===== src/rtl/pm_consts.svh =====
`ifndef PM_CONSTS_SVH
`define PM_CONSTS_SVH

// Clock rate
`define CLK_PERIOD_NS   10

// CPU-ready delay after a wake event
`define CSD_TIME_NS     2000
`define CSD_CYCLES      ((`CSD_TIME_NS + `CLK_PERIOD_NS - 1) / `CLK_PERIOD_NS)

// Fast internal oscillator settling interval
`define IOBST_TIME_NS   1000
`define IOBST_CYCLES    ((`IOBST_TIME_NS + `CLK_PERIOD_NS - 1) / `CLK_PERIOD_NS)

// Oscillator start-up hold, in oscillator periods
`define OST_PERIODS     1024
`define OST_CYCLES      `OST_PERIODS

// Clock switch: old source cycles plus new source cycles
`define SW_OLD_CYCLES   2
`define SW_NEW_CYCLES   4
`define SW_CYCLES       (`SW_OLD_CYCLES + `SW_NEW_CYCLES)

// Widths
`define TIMER_W         16
`define SYNC_W          3

// Register offsets (byte addresses)
`define REG_CTRL        4'h0
`define REG_STATUS      4'h4

// Control register fields
`define CTRL_IDLE       0
`define CTRL_CS         2:1
`define CTRL_CS_SEC     2'h1
`define CTRL_IFS        6:4
`define CTRL_ISRC       7
`define CTRL_SEC_EN     8
`define CTRL_GIE        9
`define CTRL_RESET      16'h0000
`define CTRL_MASK       16'h03F7

`endif


===== src/rtl/pm_pkg.sv =====
package pm_pkg;

   typedef enum logic [2:0] {
      st_hold,
      st_run,
      st_switch,
      st_sleep,
      st_idle,
      st_wake
   } pm_state_e;

   typedef enum logic [1:0] {
      src_primary,
      src_secondary,
      src_internal
   } clk_src_e;

endpackage


===== src/rtl/power_managed_mode_control.sv =====
// Our own choices: the Avalon-MM slave port and the register offsets.
`timescale 1ns/1ps
`include "pm_consts.svh"

// Function
// - Sleep with idle select clear: stop primary and fast oscillators, clear all clock flags.
// - Slow oscillator runs with watchdog on; secondary runs whenever enabled.
// - Sleep wake withholds clocks until source ready, or runs internal if fast start and primary selected.
// - After sleep wake set primary flag once primary drives; control bits untouched.
// - Idle sleep stops CPU clock, peripherals stay clocked, flags unchanged unless the idle source differs.
// - Idle left only by interrupt, watchdog or reset; resume on same source.
// - Watchdog time-out in sleep or idle wakes into selected run mode.
// - Primary idle keeps peripherals on primary and primary flag set.
// - Primary idle wake clocks CPU from primary after delay, flag stays set.
// - Secondary idle stops primary, clears primary flag, sets secondary flag.
// - Secondary idle with secondary disabled: sleep ignored, mode kept.
// - Secondary idle wake: stays on secondary, CPU runs after delay.
// - Upper select bit picks internal idle; lower bit ignored; primary stopped.
// - Fast oscillator on when frequency nonzero or source bit; flag after settling.
// - Already stable flag stays set; all zero keeps oscillator off, flag clear, unless cfg_primary_internal is set.
// - Internal idle wake stays on internal; slow oscillator kept for watchdog.
// - Enabled interrupt wakes; vector branch only with global enable set.
// - Every wake waits the CPU-ready delay before execution resumes.
// - Watchdog time-out while executing gives watchdog reset.
// - Watchdog cleared on sleep, clear op, clock loss, internal frequency write.
// - Reset exit holds for start-up timer, then sets ready flag and runs.
// - Fast start runs on internal at once until primary ready or sleep.
// - Clock switch takes two old plus four new cycles, longer if the new source is not yet ready.

module power_managed_mode_control
#(
   parameter int unsigned CSD_CYCLES   = `CSD_CYCLES,
   parameter int unsigned IOBST_CYCLES = `IOBST_CYCLES,
   parameter int unsigned OST_CYCLES   = `OST_CYCLES
)
(
   // Clock and reset
   input  logic        clk_sys,
   input  logic        rst,
   // Register bus
   input  logic [3:0]  address,
   input  logic        read,
   input  logic        write,
   input  logic [31:0] writedata,
   input  logic [3:0]  byteenable,
   output logic [31:0] readdata,
   output logic        waitrequest,
   // Configuration straps
   input  logic        cfg_two_speed,
   input  logic        cfg_failsafe,
   input  logic        cfg_watchdog_on,
   input  logic        cfg_primary_internal,
   // CPU core
   input  logic        sleep_op,
   input  logic        watchdog_clear_op,
   input  logic        irq_pending,
   input  logic        watchdog_timeout,
   output logic        cpu_clk_en,
   output logic        periph_clk_en,
   output logic        cpu_hold_reset,
   output logic        irq_vector_branch,
   output logic        watchdog_reset,
   output logic        watchdog_counter_clear,
   // Oscillators
   input  logic        primary_osc_ready,
   input  logic        secondary_osc_ready,
   input  logic        clock_fail,
   output logic        primary_osc_en,
   output logic        secondary_osc_en,
   output logic        fast_osc_en,
   output logic        slow_osc_en,
   output logic [1:0]  clk_src_sel,
   // Status flags
   output logic        primary_clock_ready_flag,
   output logic        internal_osc_stable_flag,
   output logic        secondary_osc_running_flag
);

   localparam logic [15:0] CTRL_MASK = `CTRL_MASK;

   pm_pkg::pm_state_e state;
   pm_pkg::clk_src_e  run_src;
   pm_pkg::clk_src_e  tgt_src;
   pm_pkg::clk_src_e  sel_src;
   logic [15:0]       ctrl;
   logic [31:0]       rd_word;
   logic [2:0]        pin_s;
   logic              idle_req;
   logic              from_sleep;
   logic              wake_irq;
   logic              pend_primary;
   logic              pri_rdy;
   logic              sec_rdy;
   logic              clk_fail_s;
   logic              ost_done;
   logic              csd_done;
   logic              iob_done;
   logic              sw_done;
   logic              fast_start;
   logic              wake_ev;
   logic              cpu_exec;
   logic              live;
   logic              tgt_ready;
   logic              bus_wr;
   logic              ifs_change;
   logic              fast_want;
   logic              use_int;
   logic              need_pri;

   function automatic pm_pkg::clk_src_e decode_src(input logic [1:0] cs);
      if (cs[1])
         decode_src = pm_pkg::src_internal;
      else if (cs[0])
         decode_src = pm_pkg::src_secondary;
      else
         decode_src = pm_pkg::src_primary;
   endfunction

   ////////////////////////////////////////////////////////////////////////////
   // Pin synchronisers and timers

   pin_sync #(.W(`SYNC_W)) u_sync
   (
      .clk_sys (clk_sys),
      .rst     (rst),
      .pin_in  ({primary_osc_ready, secondary_osc_ready, clock_fail}),
      .pin_out (pin_s)
   );

   assign {pri_rdy, sec_rdy, clk_fail_s} = pin_s;

   // Start-up hold counted from primary oscillator ready
   delay_timer #(.LEN(OST_CYCLES)) u_ost
   (
      .clk_sys (clk_sys),
      .rst     (rst),
      .run     (primary_osc_en && pri_rdy),
      .done    (ost_done)
   );

   delay_timer #(.LEN(CSD_CYCLES)) u_csd
   (
      .clk_sys (clk_sys),
      .rst     (rst),
      .run     (state == pm_pkg::st_wake),
      .done    (csd_done)
   );

   delay_timer #(.LEN(IOBST_CYCLES)) u_iob
   (
      .clk_sys (clk_sys),
      .rst     (rst),
      .run     (fast_osc_en),
      .done    (iob_done)
   );

   delay_timer #(.LEN(`SW_CYCLES)) u_sw
   (
      .clk_sys (clk_sys),
      .rst     (rst),
      .run     (state == pm_pkg::st_switch),
      .done    (sw_done)
   );

   ////////////////////////////////////////////////////////////////////////////
   // Decode

   assign sel_src    = decode_src(ctrl[`CTRL_CS]);
   assign fast_start = cfg_two_speed || cfg_failsafe;
   assign wake_ev    = irq_pending || watchdog_timeout;
   assign cpu_exec   = (state == pm_pkg::st_run) || (state == pm_pkg::st_switch && !idle_req);
   assign live       = (state inside {pm_pkg::st_run, pm_pkg::st_switch, pm_pkg::st_idle})
                       || (state == pm_pkg::st_wake && !from_sleep);
   assign bus_wr     = write && !waitrequest;
   assign ifs_change = bus_wr && address == `REG_CTRL && byteenable[0]
                       && writedata[`CTRL_IFS] != ctrl[`CTRL_IFS];
   assign fast_want  = ctrl[`CTRL_IFS] != 3'h0 || ctrl[`CTRL_ISRC] || cfg_primary_internal;
   assign use_int    = (live && run_src == pm_pkg::src_internal)
                       || (state inside {pm_pkg::st_switch, pm_pkg::st_wake} && tgt_src == pm_pkg::src_internal)
                       || (state == pm_pkg::st_hold && cfg_primary_internal);
   assign need_pri   = pend_primary
                       || (state == pm_pkg::st_hold && !cfg_primary_internal)
                       || (live && run_src == pm_pkg::src_primary)
                       || (state inside {pm_pkg::st_switch, pm_pkg::st_wake} && tgt_src == pm_pkg::src_primary);

   always_comb
   begin
      case (tgt_src)
         pm_pkg::src_primary:   tgt_ready = ost_done;
         pm_pkg::src_secondary: tgt_ready = sec_rdy;
         default:               tgt_ready = 1'b1;
      endcase
   end

   ////////////////////////////////////////////////////////////////////////////
   // Register bus

   // One wait cycle per request
   always_ff @(posedge clk_sys or posedge rst)
   begin
      if (rst)
         waitrequest <= 1'b1;
      else
         waitrequest <= !((read || write) && waitrequest);
   end

   always_comb
   begin
      case (address)
         `REG_CTRL:   rd_word = {16'h0000, ctrl};
         `REG_STATUS: rd_word = {16'h0000, 2'h0, run_src, 1'h0, state, 2'h0, cpu_hold_reset,
                                 periph_clk_en, cpu_clk_en, secondary_osc_running_flag,
                                 internal_osc_stable_flag, primary_clock_ready_flag};
         default:     rd_word = 32'h0000_0000;
      endcase
   end

   always_ff @(posedge clk_sys or posedge rst)
   begin
      if (rst)
         readdata <= 32'h0000_0000;
      else if (read && waitrequest)
         readdata <= rd_word;
   end

   // Hardware never alters the control bits
   always_ff @(posedge clk_sys or posedge rst)
   begin
      if (rst)
         ctrl <= `CTRL_RESET;
      else if (bus_wr && address == `REG_CTRL)
      begin
         for (int b = 0; b < 2; b++)
         begin
            if (byteenable[b])
               ctrl[b*8 +: 8] <= writedata[b*8 +: 8] & CTRL_MASK[b*8 +: 8];
         end
      end
   end

   ////////////////////////////////////////////////////////////////////////////
   // Mode sequencer

   always_ff @(posedge clk_sys or posedge rst)
   begin
      if (rst)
      begin
         state        <= pm_pkg::st_hold;
         run_src      <= pm_pkg::src_primary;
         tgt_src      <= pm_pkg::src_primary;
         idle_req     <= 1'b0;
         from_sleep   <= 1'b0;
         wake_irq     <= 1'b0;
         pend_primary <= 1'b0;
      end
      else
      begin
         case (state)
            pm_pkg::st_hold:
            begin
               if (fast_start)
               begin
                  state        <= pm_pkg::st_run;
                  run_src      <= pm_pkg::src_internal;
                  pend_primary <= !cfg_primary_internal;
               end
               else if (cfg_primary_internal)
               begin
                  if (iob_done)
                  begin
                     state   <= pm_pkg::st_run;
                     run_src <= pm_pkg::src_internal;
                  end
               end
               else if (ost_done)
               begin
                  state   <= pm_pkg::st_run;
                  run_src <= pm_pkg::src_primary;
               end
            end
            pm_pkg::st_run:
            begin
               if (sleep_op)
               begin
                  if (!ctrl[`CTRL_IDLE])
                  begin
                     state        <= pm_pkg::st_sleep;
                     from_sleep   <= 1'b1;
                     pend_primary <= 1'b0;
                  end
                  else if (sel_src == pm_pkg::src_secondary && !ctrl[`CTRL_SEC_EN])
                     state <= pm_pkg::st_run;
                  else
                  begin
                     tgt_src      <= sel_src;
                     idle_req     <= 1'b1;
                     pend_primary <= 1'b0;
                     state        <= (sel_src == run_src) ? pm_pkg::st_idle : pm_pkg::st_switch;
                  end
               end
               else if (pend_primary && ost_done)
               begin
                  tgt_src      <= pm_pkg::src_primary;
                  idle_req     <= 1'b0;
                  pend_primary <= 1'b0;
                  state        <= pm_pkg::st_switch;
               end
            end
            pm_pkg::st_switch:
            begin
               if (sw_done && tgt_ready)
               begin
                  run_src <= tgt_src;
                  state   <= idle_req ? pm_pkg::st_idle : pm_pkg::st_run;
               end
            end
            pm_pkg::st_sleep:
            begin
               if (wake_ev)
               begin
                  state        <= pm_pkg::st_wake;
                  wake_irq     <= irq_pending;
                  tgt_src      <= (fast_start && sel_src == pm_pkg::src_primary) ? pm_pkg::src_internal : sel_src;
                  pend_primary <= fast_start && sel_src == pm_pkg::src_primary;
               end
            end
            pm_pkg::st_idle:
            begin
               if (wake_ev)
               begin
                  state    <= pm_pkg::st_wake;
                  wake_irq <= irq_pending;
                  tgt_src  <= run_src;
               end
            end
            pm_pkg::st_wake:
            begin
               if (csd_done && tgt_ready)
               begin
                  state      <= pm_pkg::st_run;
                  run_src    <= tgt_src;
                  from_sleep <= 1'b0;
                  idle_req   <= 1'b0;
               end
            end
            default:
               state <= pm_pkg::st_hold;
         endcase
      end
   end

   ////////////////////////////////////////////////////////////////////////////
   // Clock gates and oscillator enables

   always_ff @(posedge clk_sys or posedge rst)
   begin
      if (rst)
      begin
         cpu_clk_en     <= 1'b0;
         periph_clk_en  <= 1'b0;
         cpu_hold_reset <= 1'b1;
         clk_src_sel    <= 2'h0;
      end
      else
      begin
         cpu_clk_en     <= cpu_exec;
         periph_clk_en  <= (state inside {pm_pkg::st_run, pm_pkg::st_switch, pm_pkg::st_idle})
                           || (state == pm_pkg::st_wake && tgt_ready);
         cpu_hold_reset <= state == pm_pkg::st_hold;
         clk_src_sel    <= (state == pm_pkg::st_wake) ? tgt_src : run_src;
      end
   end

   always_ff @(posedge clk_sys or posedge rst)
   begin
      if (rst)
      begin
         primary_osc_en   <= 1'b0;
         fast_osc_en      <= 1'b0;
         slow_osc_en      <= 1'b0;
         secondary_osc_en <= 1'b0;
      end
      else
      begin
         primary_osc_en   <= need_pri;
         fast_osc_en      <= use_int && fast_want;
         slow_osc_en      <= cfg_watchdog_on || cfg_failsafe || (use_int && !fast_want);
         secondary_osc_en <= ctrl[`CTRL_SEC_EN];
      end
   end

   ////////////////////////////////////////////////////////////////////////////
   // Status flags and events

   always_ff @(posedge clk_sys or posedge rst)
   begin
      if (rst)
      begin
         primary_clock_ready_flag   <= 1'b0;
         secondary_osc_running_flag <= 1'b0;
         internal_osc_stable_flag   <= 1'b0;
      end
      else
      begin
         primary_clock_ready_flag   <= live && run_src == pm_pkg::src_primary;
         secondary_osc_running_flag <= live && run_src == pm_pkg::src_secondary;
         internal_osc_stable_flag   <= fast_osc_en && iob_done;
      end
   end

   always_ff @(posedge clk_sys or posedge rst)
   begin
      if (rst)
      begin
         watchdog_reset         <= 1'b0;
         watchdog_counter_clear <= 1'b0;
         irq_vector_branch      <= 1'b0;
      end
      else
      begin
         watchdog_reset         <= cpu_exec && watchdog_timeout;
         watchdog_counter_clear <= (cpu_exec && sleep_op) || watchdog_clear_op || (cfg_failsafe && clk_fail_s)
                                   || (ifs_change && live && run_src == pm_pkg::src_internal);
         irq_vector_branch      <= state == pm_pkg::st_wake && csd_done && tgt_ready
                                   && wake_irq && ctrl[`CTRL_GIE];
      end
   end
endmodule


===== src/rtl/pin_sync.sv =====
`timescale 1ns/1ps
`include "pm_consts.svh"

module pin_sync
#(
   parameter int W = `SYNC_W
)
(
   // Clock and reset
   input  logic         clk_sys,
   input  logic         rst,
   // Pins
   input  logic [W-1:0] pin_in,
   output logic [W-1:0] pin_out
);

   logic [W-1:0] s1;
   logic [W-1:0] s2;
   logic [W-1:0] s3;

   always_ff @(posedge clk_sys or posedge rst)
   begin
      if (rst)
      begin
         s1 <= '0;
         s2 <= '0;
         s3 <= '0;
      end
      else
      begin
         s1 <= pin_in;
         s2 <= s1;
         s3 <= s2;
      end
   end

   // Change taken once stages two and three agree
   for (genvar i = 0; i < W; i++)
   begin : g_bit
      always_ff @(posedge clk_sys or posedge rst)
      begin
         if (rst)
            pin_out[i] <= 1'b0;
         else if (s2[i] == s3[i])
            pin_out[i] <= s3[i];
      end
   end

endmodule


===== src/rtl/delay_timer.sv =====
`timescale 1ns/1ps
`include "pm_consts.svh"

module delay_timer
#(
   parameter int unsigned LEN = 1
)
(
   // Clock and reset
   input  logic clk_sys,
   input  logic rst,
   // Timing
   input  logic run,
   output logic done
);

   logic [`TIMER_W-1:0] count;

   // Counts while run stays high; done holds until run drops
   always_ff @(posedge clk_sys or posedge rst)
   begin
      if (rst)
      begin
         count <= `TIMER_W'(0);
         done  <= 1'b0;
      end
      else if (!run)
      begin
         count <= `TIMER_W'(0);
         done  <= 1'b0;
      end
      else if (count == `TIMER_W'(LEN - 1))
         done <= 1'b1;
      else
         count <= count + `TIMER_W'(1);
   end

endmodule


===== config.mk =====
export PLATFORM = sky130hd
export DESIGN_NAME = power_managed_mode_control
export DESIGN_NICKNAME = d
export VERILOG_FILES = /design/src/rtl/pm_pkg.sv /design/src/rtl/power_managed_mode_control.sv /design/src/rtl/pin_sync.sv /design/src/rtl/delay_timer.sv
export VERILOG_INCLUDE_DIRS = /design/src /design/src/rtl
export SDC_FILE = /design/constraint.sdc
export NUM_CORES = 1
export LEC_CHECK = 0
export BUFFER_PORTS_ARGS = -buffer_cell sky130_fd_sc_hd__buf_2
export CORE_MARGIN = 2
export CORE_UTILIZATION = 58
export DETAILED_ROUTE_END_ITERATION = 12
export PLACE_DENSITY = 0.81
export SYNTH_ARGS = -nofsm -noshare
export SYNTH_HDL_FRONTEND = slang
export SYNTH_HIERARCHICAL = 1
export SYNTH_SLANG_ARGS = --single-unit

===== constraint.sdc =====
create_clock -name clk_sys -period 4.7 [get_ports clk_sys]
set_clock_uncertainty 0.05 [all_clocks]
set_input_delay 0.47 -clock clk_sys [delete_from_list [all_inputs] [get_ports clk_sys]]
set_output_delay 0.47 -clock clk_sys [all_outputs]
set_load 0.02 [all_outputs]

==> results by group <==
Critical path
  • Crit end category: register
  • CP Launch Type: register
  • Worst EP required: 4.96 ns
  • Reg2reg end: run_src[0]
  • CP max FO: 24
  • R2R depth: 4
  • Reg2reg setup slack: 2.23 ns
  • WP data arrival: 2.73 ns
  • FF-to-FF Start: state[2]
  • CP Class: reg2reg

Die
  • Total die area: ~0.012 mm^2
  • Die Wd: 111 um
  • Starting Density: between 60% and 70%
  • Row count: 38
  • I/O pin total: 103
  • Placeable Area: about 0.011 mm^2
  • Vert. Die Dim: 111 um

GRT
  • First-pass GRT wire length: between 20 and 25 mm
  • Total GRT Usage: 24.5%
  • Grt ovf: 0
  • Initial antenna violation count: 0
  • Pin count of the biggest net entering global routing: 50
  • Vias in the first global route: slightly above 5k

Yosys
  • Fraction of registers with async set/reset: 100%
  • Register bit count reported by yosys: 129
  • Register area share after synthesis: 48.9%
  • EDFF count, synth: 0
  • Synthesized cell area: 0.00661 mm^2
  • Syn Inst Count: 641
  • Synth Flop Type: dfrtp_1
  • Avg Inst Size Synth: 10.3 um^2
  • Unique masters post-synth: 75
  • Synth Warn #: 6

Timing
  • Final Hold Fails: 0
  • Final worst slack: approximately 2.2 ns
  • Final slew viol count: 0
  • Measured slew at the worst slew-check pin: just under 1 ns
  • # setup viols final: 0
  • Slew headroom: 33.8%
  • RSZ-0062 raised after global routing: no
  • Minimum clock period: 2.47 ns
  • Setup TNS: 0 ns
  • Final period util: 52.6%
  • Fmax: 0.404 GHz

CTS
  • Clock buffer depth: 2
  • # Post-CTS Setup Buffers: 0
  • CTS tree: done
  • Clock transition at path regs: around 0.060 ns
  • Clock Latency Late Sink: around 0.42 ns
  • Inserted Clock Buffers: 17
  • Clock Sinks: approximately 130
  • Post-CTS Hold Buffers: 0
  • Cts repair resizes: 0
  • H-tree depth: 4
  • Root Driver: clkbuf_16

Drt
  • Initial DRC count: 499
  • Highest metal used: met4
  • Via count: about 5.1k
  • Met3 Routed Length: roughly 640 um
  • Drt drc: 0
  • Met2 wire len: 7.21 mm
  • Vias/cell: 6.02
  • Met1 wire length: 6.11 mm
  • Post-DR wirelength/cell: 16.9 um
  • Drt first pass iters: 5
  • Routed Antenna Nets: 0
  • Total wire length: 14.3 mm

Cells and area
  • N_diodes: 0
  • Layout cells sized above 1: 19.4%
  • Core Util, Final: between 60% and 70%
  • Final #Nets: 754
  • Post-route cell area: 0.00747 mm^2
  • Syn-to-layout area delta: 13.1%
  • # fillers: 802
  • Fin cells: 847

Pwr
  • VDD IR max: 353 uV
  • Pwr Density: 450 mW/mm^2
  • Pleak: 0.00334 uW

Hold path
  • Hold crit path type: in2async

Place
  • Gpl congestion: 0.934
  • Dpl cell area: 0.00690 mm^2
  • Placed Instances: 815
  • # port buffers: 58
  • Detailed placement HPWL: 9.75 mm
  • Pre-CTS setup slack: approximately 2.3 ns

Status
  • Status: complete, no violations

Job
  • MaxCap Viol Count: 0
## cells in the mapped netlist, drive strengths merged (4+ instances only)
library cell  instances  share of area, %
dfrtp               127                48
nand2                53               3.0
o21ai                41               3.2
nor2                 29               1.6
nand3                28               2.3
and2                 27               2.6
buf                  27               3.0
inv                  27               1.5
nor4                 20               2.9
xor2                 20               2.7
nor3                 19               1.4
a21oi                18               1.4
mux2                 18               3.1
xnor2                18               2.4
clkbuf               16              0.93
nand4                16               2.2
nand2b               13               1.2
mux2i                 9               1.4
o31ai                 9               1.0
or3                   9              0.85
a22oi                 8              0.91
a31oi                 7              0.66
or4                   7              0.80
a21boi                6              0.68
nor2b                 6              0.57
and3                  5              0.55
ha                    5              0.95
nor3b                 4              0.53
## sequential cells by signal, summed over array words and instances, names as in the netlist, 2 cells and up
signal	count
readdata	13
u_sw/count	16
tgt_src	2
state	3
u_sync/s1	3
ctrl	9
u_csd/count	16
clk_src_sel	2
u_iob/count	16
u_sync/pin_out	3
u_sync/s3	3
u_ost/count	16
run_src	2
u_sync/s2	3
## where the power goes
| group | internal (uW) | switching, uW |
|---|---|---|
| clock | 742 | 528 |
| combinational | 278 | 408 |
| sequential | 1230 | 183 |
| total | 2250 | 1120 |
## kinds of logic (layout without fill, tap and decap cells)
kind of cell / Yosys count / count (layout) / synth area share [%]
flip-flops: 129 / 129 / 48.9
other: 1 / 19 / 0.0567
AND/OR/NAND/NOR: 251 / 251 / 23.0
XOR/XNOR: 38 / 38 / 5.04
multiplexers: 27 / 27 / 4.49
buffers and inverters: 71 / 119 / 5.47
adder cells (fa/ha/maj): 8 / 8 / 1.46
AO/OA/AOI/OAI: 116 / 116 / 11.6
## how the worst max path moves through the flow
stage	start	to	slack, ns	cells after the start
after global routing	state[0]	run_src[0]	2.06	4
final	state[2]	run_src[0]	2.23	4
after detailed placement	state[0]	run_src[0]	2.26	4
after global placement	state[0]	run_src[1]	2.29	4
after CTS	state[0]	run_src[0]	2.22	4
after floorplan	state[1]	u_sw/count[3]	2.66	5
## metrics by stage
step / power, uW / hold WS, ns
after CTS: 3380 / 0.0674
after detailed placement: 2100 / 0.287
after floorplan: 1910 / 0.281
final: 3370 / 0.0664
after global routing: 3530 / 0.0967
after global placement: 2070 / 0.286
## final cells by class
cell class	count	area [um^2]	area share, %
clock buffers	17	425	5.69
clock inverters	15	149	1.99
flip-flops and latches	129	3230	43.2
inverters	28	105	1.41
well taps	140	175	2.34
multi-input cells	459	3090	41.4
repair buffers	59	298	3.98
## routing by layer
| layer | up-vias | track usage, % |
|---|---|---|
| li1 | 2376 | - |
| met3 | 35 | 5.03 |
| met2 | 163 | 40.4 |
| met1 | 2521 | 31.4 |
| met5 | - | 0 |
| met4 | 0 | 10.8 |
## cells in the final DEF, fill, tap and decap left out, types with 14 or more instances in the layout
cell type    n
dfrtp_1    127
buf_2       58
nand2_1     53
o21ai_0     39
nor2_1      29
and2_1      27
inv_1       26
nand3_1     25
xor2_1      20
nor3_1      19
conb_1      19
a21oi_1     18
xnor2_1     18
clkbuf_16   17
mux2_2      15
nor4_1      14
## critical path: stages, from the launching register on
cell and delay (ns):
dfrtp_1 0.74, and3b_1 0.73, a32o_1 0.31, nand2b_1 0.17
mux2_2 0.34
No activity file was read; power rests on OpenSTA's default activity.
